===== config.mk =====
export PLATFORM = sky130hd
export DESIGN_NAME = lpc_cmd
export DESIGN_NICKNAME = d
export VERILOG_FILES = /design/src/core/lpc_pkg.sv /design/src/core/lpc_cmd.sv /design/src/core/lpc_exec_timer.sv
export VERILOG_INCLUDE_DIRS = /design/src /design/src/core
export SDC_FILE = /design/constraint.sdc
export NUM_CORES = 1
export LEC_CHECK = 0
export BUFFER_PORTS_ARGS = -buffer_cell sky130_fd_sc_hd__buf_2
export CORE_UTILIZATION = 55
export CTS_CLUSTER_DIAMETER = 200
export DETAILED_ROUTE_END_ITERATION = 8
export PLACE_DENSITY = 0.85
export SKIP_CTS_REPAIR_TIMING = 1
export SYNTH_ARGS = -nofsm -noshare
export SYNTH_HDL_FRONTEND = slang
export SYNTH_HIERARCHICAL = 1
export SYNTH_SLANG_ARGS = --single-unit

===== constraint.sdc =====
create_clock -name ref_clk -period 3.9 [get_ports ref_clk]
set_clock_uncertainty 0.2 [all_clocks]
set_input_delay 0.195 -clock ref_clk [delete_from_list [all_inputs] [get_ports ref_clk]]
set_output_delay 0.195 -clock ref_clk [all_outputs]
set_load 0.01 [all_outputs]

===== src/core/lpc_params.svh =====
`ifndef LPC_PARAMS_SVH
`define LPC_PARAMS_SVH
`define LPC_CODE_HCOUNT 8'h02
`define LPC_CODE_TDIV 8'h03
`define LPC_CODE_CLINE 8'h04
`define LPC_CODE_START_LO 8'h08
`define LPC_CODE_START_HI 8'h09
`define LPC_CODE_CUR_LO 8'h0A
`define LPC_CODE_CUR_HI 8'h0B
`define LPC_CLK_MHZ 25
`define LPC_EXEC_NS 4000
`define LPC_CLK_NS 40
`define LPC_EXEC_CYC ((`LPC_EXEC_NS + `LPC_CLK_NS - 1) / `LPC_CLK_NS)
`define LPC_HCOUNT_RST 8'h01
`define LPC_TDIV_RST 8'h00
`define LPC_CLINE_RST 8'h00
`define LPC_BUSY_BIT 7
`endif


===== src/core/lpc_pkg.sv =====
package lpc_pkg;
  typedef enum logic [1:0] {
    LPC_IDLE = 2'b00,
    LPC_CODE = 2'b01,
    LPC_EXEC = 2'b11
  } lpc_state_t;
  typedef struct packed {
    logic wr;
    logic rd;
    logic register_select;
    logic [7:0] data;
  } lpc_host_t;
  typedef struct packed {
    logic [7:0] hcount;
    logic [7:0] tdiv;
    logic [7:0] cline;
    logic [15:0] start_addr;
    logic [15:0] cursor_addr;
  } lpc_regs_t;
endpackage : lpc_pkg


===== src/core/lpc_cmd.sv =====
// What this block does
// - character count written minus one, code 02
// - time divisions written minus one, code 03
// - each instruction executes four microseconds
// - cursor line minus one, low four bits
// - cursor spans horizontal pitch in character mode
// - cursor dots override character dots
// - no cursor when line exceeds vertical pitch
// - start address low 08, high 09
// - character mode uses twelve start bits
// - cursor address low 0A, high 0B
// - cursor sits at cursor address location
// - sixteen-bit up counter with carry ripple
// - low load falling bit seven bumps high
`include "lpc_params.svh"
module lpc_cmd import lpc_pkg::*; #(
  parameter int EXEC_CYC = `LPC_EXEC_CYC
) (
  input wire logic ref_clk,
  input wire logic rst,
  input wire logic register_select,
  input wire logic host_wr,
  input wire logic host_rd,
  input wire logic [7:0] host_data_bus_in,
  output logic [7:0] host_data_bus_out,
  output logic host_data_bus_oe,
  input wire logic graphic_mode,
  input wire logic cursor_on,
  input wire logic [2:0] hpitch_m1,
  input wire logic [3:0] vpitch_m1,
  input wire logic cursor_inc,
  input wire logic [15:0] refresh_addr,
  input wire logic [3:0] refresh_line,
  input wire logic [2:0] refresh_dot,
  input wire logic char_dot,
  output logic pixel_out,
  output logic [6:0] hcount_m1,
  output logic [6:0] tdiv_m1,
  output logic [15:0] start_addr,
  output logic [15:0] cursor_addr,
  output logic busy
);
  typedef struct packed {
    lpc_state_t st;
    logic [7:0] code;
    lpc_regs_t regs;
    logic [7:0] dout;
    logic pix;
  } lpc_cmd_state_t;
  lpc_cmd_state_t s_r;
  lpc_cmd_state_t s_nxt;
  logic exec_busy;
  logic start_exec;
  logic carry8;
  logic cursor_hit;
  logic cursor_draw;

  function automatic logic is_param_code(input logic [7:0] c);
    is_param_code = (c == `LPC_CODE_HCOUNT) || (c == `LPC_CODE_TDIV) ||
      (c == `LPC_CODE_CLINE) || (c == `LPC_CODE_START_LO) ||
      (c == `LPC_CODE_START_HI) || (c == `LPC_CODE_CUR_LO) ||
      (c == `LPC_CODE_CUR_HI);
  endfunction : is_param_code

  lpc_exec_timer #(.CYCLES(EXEC_CYC)) u_tmr (
    .ref_clk(ref_clk),
    .rst(rst),
    .start(start_exec),
    .busy(exec_busy)
  );

  assign start_exec = host_wr && !register_select && !exec_busy &&
    is_param_code(s_r.code);
  assign carry8 = s_r.regs.cursor_addr[7] && !host_data_bus_in[7];
  assign cursor_hit = !graphic_mode && (refresh_addr[11:0] == s_r.regs.cursor_addr[11:0]);
  assign cursor_draw = cursor_on && cursor_hit &&
    (s_r.regs.cline[3:0] == refresh_line) && (refresh_dot <= hpitch_m1) &&
    (s_r.regs.cline[3:0] <= vpitch_m1);

  always_comb begin
    s_nxt = s_r;
    s_nxt.pix = cursor_draw ? 1'b1 : char_dot;
    s_nxt.dout = {exec_busy, 7'h00};
    if (host_wr && register_select && !exec_busy) begin
      s_nxt.code = host_data_bus_in;
    end
    if (start_exec) begin
      unique case (s_r.code)
        `LPC_CODE_HCOUNT: s_nxt.regs.hcount = {1'b0, host_data_bus_in[6:0]};
        `LPC_CODE_TDIV: s_nxt.regs.tdiv = {1'b0, host_data_bus_in[6:0]};
        `LPC_CODE_CLINE: s_nxt.regs.cline = {4'h0, host_data_bus_in[3:0]};
        `LPC_CODE_START_LO: s_nxt.regs.start_addr[7:0] = host_data_bus_in;
        `LPC_CODE_START_HI: s_nxt.regs.start_addr[15:8] = host_data_bus_in;
        `LPC_CODE_CUR_LO: begin
          s_nxt.regs.cursor_addr[7:0] = host_data_bus_in;
          s_nxt.regs.cursor_addr[15:8] = s_r.regs.cursor_addr[15:8] + {7'h00, carry8};
        end
        `LPC_CODE_CUR_HI: s_nxt.regs.cursor_addr[15:8] = host_data_bus_in;
        default: s_nxt.regs = s_r.regs;
      endcase
    end else if (cursor_inc && !exec_busy) begin
      s_nxt.regs.cursor_addr = s_r.regs.cursor_addr + 16'h0001;
    end
    unique case (s_r.st)
      LPC_IDLE: begin
        if (start_exec) begin
          s_nxt.st = LPC_EXEC;
        end else if (host_wr && register_select) begin
          s_nxt.st = LPC_CODE;
        end
      end
      LPC_CODE: begin
        if (start_exec) begin
          s_nxt.st = LPC_EXEC;
        end
      end
      LPC_EXEC: begin
        if (start_exec) begin
          s_nxt.st = LPC_EXEC;
        end else if (!exec_busy) begin
          s_nxt.st = (host_wr && register_select) ? LPC_CODE : LPC_IDLE;
        end
      end
      default: begin
        s_nxt.st = LPC_IDLE;
      end
    endcase
  end

  always_ff @(posedge ref_clk or posedge rst) begin
    if (rst) begin
      s_r <= '0;
      s_r.regs.hcount <= `LPC_HCOUNT_RST;
    end else begin
      s_r <= s_nxt;
    end
  end

  assign host_data_bus_out = s_r.dout;
  assign host_data_bus_oe = host_rd && register_select;
  assign busy = exec_busy;
  assign pixel_out = s_r.pix;
  assign hcount_m1 = s_r.regs.hcount[6:0];
  assign tdiv_m1 = s_r.regs.tdiv[6:0];
  assign start_addr = graphic_mode ? s_r.regs.start_addr :
    {4'h0, s_r.regs.start_addr[11:0]};
  assign cursor_addr = s_r.regs.cursor_addr;

  localparam int BUSY_LAST = EXEC_CYC;
endmodule : lpc_cmd


===== src/core/lpc_exec_timer.sv =====
`include "lpc_params.svh"
module lpc_exec_timer import lpc_pkg::*; #(
  parameter int CYCLES = `LPC_EXEC_CYC
) (
  input wire logic ref_clk,
  input wire logic rst,
  input wire logic start,
  output logic busy
);
  typedef struct packed {
    logic [15:0] cnt;
  } lpc_tmr_state_t;
  lpc_tmr_state_t s_r;
  lpc_tmr_state_t s_nxt;
  always_comb begin
    s_nxt = s_r;
    if (start) begin
      s_nxt.cnt = 16'(CYCLES);
    end else if (s_r.cnt != 16'h0000) begin
      s_nxt.cnt = s_r.cnt - 16'h0001;
    end
  end
  always_ff @(posedge ref_clk or posedge rst) begin
    if (rst) begin
      s_r <= '0;
    end else begin
      s_r <= s_nxt;
    end
  end
  assign busy = (s_r.cnt != 16'h0000);
endmodule : lpc_exec_timer


======== Yosys cells after proc, flatten, opt, wreduce, memory -nomap -nowiden ========
Cells that the tools add are included.
W data, S select, Z words.
word-level totals
  register bits ........................... 76
  output and inout bits ................... 57
operators by class
  add/sub/neg operators ................... 3
  $lt $le $gt $ge ......................... 2
  equal/unequal tests ..................... 11
  muxes and demuxes ....................... 8
  reduce and logical (&&, ||, !) cells .... 33
operators by type and width
  cell                     number
  $mux W16                 5
  $eq A8 B4 Y1 const B     4
  $add A16 B1 Y16 const B  1
  $eq A8 B2 Y1 const B     2
  $pmux W8 S2              1
  $reduce_bool A16 Y1      1
  $sub A16 B1 Y16 const B  1
  $reduce_and A2 Y1        7
  $logic_and A1 B1 Y1      13
  $eq A12 B12 Y1           1
  $add A8 B1 Y8            1
  $eq A8 B3 Y1 const B     1
  $mux W8                  1
  $logic_or A1 B1 Y1       6
  $eq A4 B4 Y1             1
  $le A4 B4 Y1             1
  $logic_not A1 Y1         4
  $reduce_bool A2 Y1       2
  $le A3 B3 Y1             1
  $ne A3 B1 Y1 const B     1
  $ne A2 B1 Y1 const B     1
  $mux W1                  1

======== Logic depth before layout (Yosys ltp) ========
  word-level depth ........................ 10
  mapped depth ............................ 14
  gate-level depth less buffers ........... 11

======== Modules after synthesis ========
Netlist, hierarchy kept.
modules (own cells, without submodules)
  module          times used  cells each  area an instance (um2)
  lpc_cmd         1           372         3753.6
  lpc_exec_timer  1           97          929.6

======== Worst setup path after synthesis ========
No wires, ideal clock.
  path kind ............................... register to register
  from .................................... register u_tmr/s_r[2] in the netlist's numbering
  to ...................................... register u_tmr/s_r[2] in the netlist's numbering
  setup time .............................. 0.095 ns
  arrival ................................. 2.885 ns
  path slack .............................. 0.720 ns
  cell stages (with the launch flop) ...... 13
  period minus slack after synthesis ...... 3.180 ns
  path through ............................ dfrtp_1 > nor4_4 > and4_1 > buf_6 > buf_6 > inv_1 > nor3b_1 > o211ai_1 > inv_2 > buf_2 > clkbuf_1 > a21oi_1 > o31ai_1
on the way
  word-level cells in the longest chain between the ends .. 5
  elaborated cells on any way between the ends .. 8
  those cells by class .................... add/sub: 1; mux: 2; reduce/logical: 5
RTL lines
  what                                                   RTL line              RTL
  start: declaration                                     lpc_exec_timer.sv:13  lpc_tmr_state_t s_r;
  start signal: assignment                               lpc_exec_timer.sv:27  s_r <= s_nxt;
  $reduce_bool A16 Y1 *                                  lpc_exec_timer.sv:30  assign busy = (s_r.cnt != 16'h0000);
  named net busy                                         lpc_cmd.sv:41         output logic busy
  $logic_not A1 Y1 *                                     n/a
  $logic_and A1 B1 Y1 * (2 in a row)                     lpc_cmd.sv:72         assign start_exec = host_wr && !register_select && !exec_busy &&
  named net start_exec                                   lpc_cmd.sv:53         logic start_exec;
  $mux W16 / $reduce_bool A2 Y1 (equally long branches)  n/a
The timed path passes the listed nets; every way through them passes the cells marked *. The select of a mux whose other input is x is not followed.
A chain may end at the register's enable or synchronous reset.

======== Worst setup path in the final report ========
  from .................................... register u_tmr/s_r[0] in the netlist's numbering
  to ...................................... register s_r, in the netlist cursor_addr[14]
on the way
  word-level cells in the longest chain between the ends .. 6
  elaborated cells on any way between the ends .. 9
  those cells by class .................... eq/ne: 1; mux: 1; reduce/logical: 7
RTL lines
  what                                                                        RTL line              RTL
  $reduce_bool A16 Y1 *                                                       lpc_exec_timer.sv:30
  $logic_not A1 Y1 *                                                          n/a
  $logic_and A1 B1 Y1 (2 in a row)                                            lpc_cmd.sv:72
  $ne A3 B1 Y1 (no source line) / $reduce_bool A2 Y1 (equally long branches)  n/a
  $reduce_and A2 Y1 (no source line)                                          n/a
  end signal: assignment                                                      lpc_cmd.sv:135        s_r <= s_nxt;
  end: declaration                                                            lpc_cmd.sv:50         lpc_cmd_state_t s_r;
Every way passes the cells marked *; elsewhere a longest branch is shown, timed or not.

==> results by group <==
Run status
  – Outcome: complete, but fails checks
  – Violations in the final reports: hold timing

Setup path
  – Crit path largest cell delay: approximately 0.41 ns
  – CP cell instances: inv_1 -> ha_1 -> nor4b_1 -> and4_1 -> inv_1 -> nor3b_1 -> buf_4 -> o211ai_1 -> inv_2 -> o21a_1 -> a21oi_1 -> o22a_1
  – R2R setup slack: 0.65 ns
  – Top cell by count, worst path: inv_1
  – Top Family by Delay on Critical Path: compound AO/OA/AOI/OAI gates
  – CP Max Fanout: 18
  – Worst setup SP type: flip-flop
  – CP required: 3.94 ns
  – Crit path capture type: flip-flop
  – CP Data Arrival Time: ~3.3 ns
  – Crit Path Class: flip-flop to flip-flop
  – Crit path buf inv count: 4
  – Slowest cell on crit path: dfrtp_1

Clocking
  – Worst skew pair latency: 0.35 ns
  – Reg clk slew, reported paths: ~0.09 ns
  – CTS root buf: clkbuf_8
  – CTS HTree Levels: 3
  – CTS Buf Count: 9
  – Clk sink count: 76
  – Clk buf depth: 2
  – CTS tree: done

Power and ir drop
  – P_leak: around 0.0024 uW
  – Clk pwr share: about two fifths
  – Cell Pwr Density: roughly 300 nW/um^2
  – Seq pwr share: between 50% and 60%
  – Part of the power in combinational logic: about 7.3%
  – Pint: approximately 1100 uW
  – Switching Fraction: roughly a quarter
  – Maximum vdd drop: 0.000270 V
  – NetSw: slightly below 400 uW

Floorplanning
  – Die height: roughly 94 um
  – Die X-Extent: between 90 and 100 um
  – # rows: 33
  – Core area: between 8000 and 9000 um^2
  – IO Pins: between 100 and 150
  – Starting density of the core: between 50% and 60%
  – Die area: between 8000 and 9000 um^2

Logic synthesis
  – Area leader, netlist: dfrtp_1
  – Ys async rst share: 100%
  – Most common flop cell mapped by yosys: dfrtp_1
  – Mean Syn Cell Area: 9.99 um^2
  – Share of the synthesized area in the top cell type: 40.1%
  – Cells after Synth: around 470
  – Post-synth EDFFs: 0
  – Register area share after synthesis: about 41%
  – Library cells used by synthesis: 65
  – Number of synthesized register bits: 76
  – Syn. warnings: 6
  – Mapped Area: between 4000 and 5000 um^2
  – Synth area leaders: dfrtp_1 40%, mux2_2 10%, buf_4 8.2%

Finish
  – Multi-input gate area: roughly 2300 um^2
  – Final core occ: 61.9%
  – Syn-to-layout area delta: 8.63%
  – Share of cells above drive strength 1: ~33%
  – Nets: approximately 580
  – Reg area: 1900 um^2
  – Fillers: 661
  – N_diodes: 0

Timing
  – Rel. slew slack: a little under two fifths
  – Worst hold slack: -0.00572 ns
  – Post-route minimum period: 3.25 ns
  – RSZ-0062 raised after global routing: no
  – Slew Limit Fails: 0
  – Fmax: 308 MHz
  – Final setup vio count: 0
  – Tightest Pin Transition: 0.946 ns
  – TNS Setup: 0 ns
  – Final period utilization: 83.3%
  – Hold Vio Cnt, Final: 1

Routing
  – Vias per std cell: between 5 and 6
  – DRT iter0 DRCs: between 150 and 200
  – # DRC: 0
  – Via count: between 3k and 4k
  – DR WL/cell: about 16 um
  – Routed Wire Length: between 9 and 10 mm
  – Number of nets with antenna violations after routing: 0
  – TritonRoute pass-1 iters: 4

Place
  – Port bufs: 92
  – DP Wirelength: about 7.1 mm
  – GPL Wtd Cong: 0.850

GRT
  – Vias in the first global route: 3,404
  – First-pass GRT wire length: about 16 mm
  – Largest net degree at the start of global routing: between 40 and 50
  – Initial antenna violation count: 0
  – GRT Total Usage: 23.9%
  – GRT Residual Overflow: 0

Run
  – Max-capacitance violation count: 0

Hold path
  – Hold Crit Class: primary input to flip-flop
-- synth_stat cells (all sizes together), types with 5 or more instances --
master	number
mux2	44
nor2	19
buf	60
or3	8
and2	6
nand4	12
nor4	7
clkbuf	9
o21ai	31
a21oi	23
nand2	24
ha	11
nor3	8
nor2b	9
inv	16
o21a	5
nand3	18
xnor2	18
dfrtp	75
-- registers in the layout, indices dropped and copies added (netlist names) --
name and cells:
hcount_m1 7, tdiv_m1 7, u_tmr/s_r 16, host_data_bus_out 1, s_r 28, cursor_addr 16
pixel_out 1
-- stage by stage --
step	setup slack [ns]	std cells	total power [uW]	area (um^2)	hold WS (ns)
3_3_place_gp	0.892	609	935	4850	0.121
3_5_place_dp	0.726	609	939	4850	0.125
4_1_cts	0.689	625	1550	5060	-0.257
5_1_grt	0.434	628	1610	5090	0.00591
6_report	0.652	628	1550	5090	-0.00572
2_1_floorplan	0.720	475	897	4710	-0.0913
-- path summary, 6_finish.rpt --
kind	from	end	cells past startpoint
min in group asynchronous	rst	u_tmr/s_r[2]	3
max in group asynchronous	rst	cursor_addr[3]	4
hold / removal	host_data_bus_in[7]	s_r[40]	2
setup reg to reg	u_tmr/s_r[0]	cursor_addr[14]	12
hold reg to reg	s_r[34]	s_r[34]	1
setup / recovery	u_tmr/s_r[0]	cursor_addr[14]	12
-- routing by layer --
| layer | GRT usage, % | vias up | routed length [um] |
|---|---|---|---|
| met2 | 39.7 | 139 | 4820 |
| met1 | 31.3 | 1823 | 4440 |
| met4 | 7.69 | 0 | 105 |
| met3 | 4.77 | 9 | 590 |
| li1 | - | 1738 | - |
| met5 | 0 | - | 0 |
-- area by class of cell --
class / count / share of cell area [%]
clock inverters: 7 / 1.62
well taps: 105 / 2.58
repair buffers: 101 / 10.5
inverters: 16 / 1.18
flip-flops and latches: 76 / 37.4
multi-input cells: 314 / 44.2
clock buffers: 9 / 2.43
-- layout by cell type, fill, tap and decap left out, types with 4 or more instances in the layout --
cell and instances:
o21a_1 5, xnor2_1 18, a21oi_1 23, mux2i_1 4
conb_1 7, nand4_1 12, nand2_1 24, mux2_2 43
clkbuf_8 9, nor3_1 8, buf_4 6, dfrtp_1 75
nor2_1 19, buf_2 92, nand3_1 17, inv_1 14
nor4b_1 4, and2_1 6, o21ai_0 28, or3_1 8
ha_1 11, nor4_1 5, and3_1 4, nor2b_1 9
-- power groups by stage --
stage,clock [uW],combinational (uW),sequential (uW)
floorplan,0,79.0,818
global placement,0,108,826
detailed placement,0,112,827
CTS,631,113,811
global route,670,129,813
finish,621,113,812
-- cells by family (layout without fill, tap and decap cells) --
family                   count (synthesis)  count (layout)  share of synthesized area [%]
flip-flops                              76              76                           40.6
other                                    1               7                         0.0801
AND/OR/NAND/NOR                        139             139                           17.4
multiplexers                            48              48                           11.5
AO/OA/AOI/OAI                           88              88                           11.7
XOR/XNOR                                21              21                           3.93
buffers and inverters                   85             133                           11.8
adder cells (fa/ha/maj)                 11              11                           2.94
Note: power is estimated with default switching activity, not from simulation.
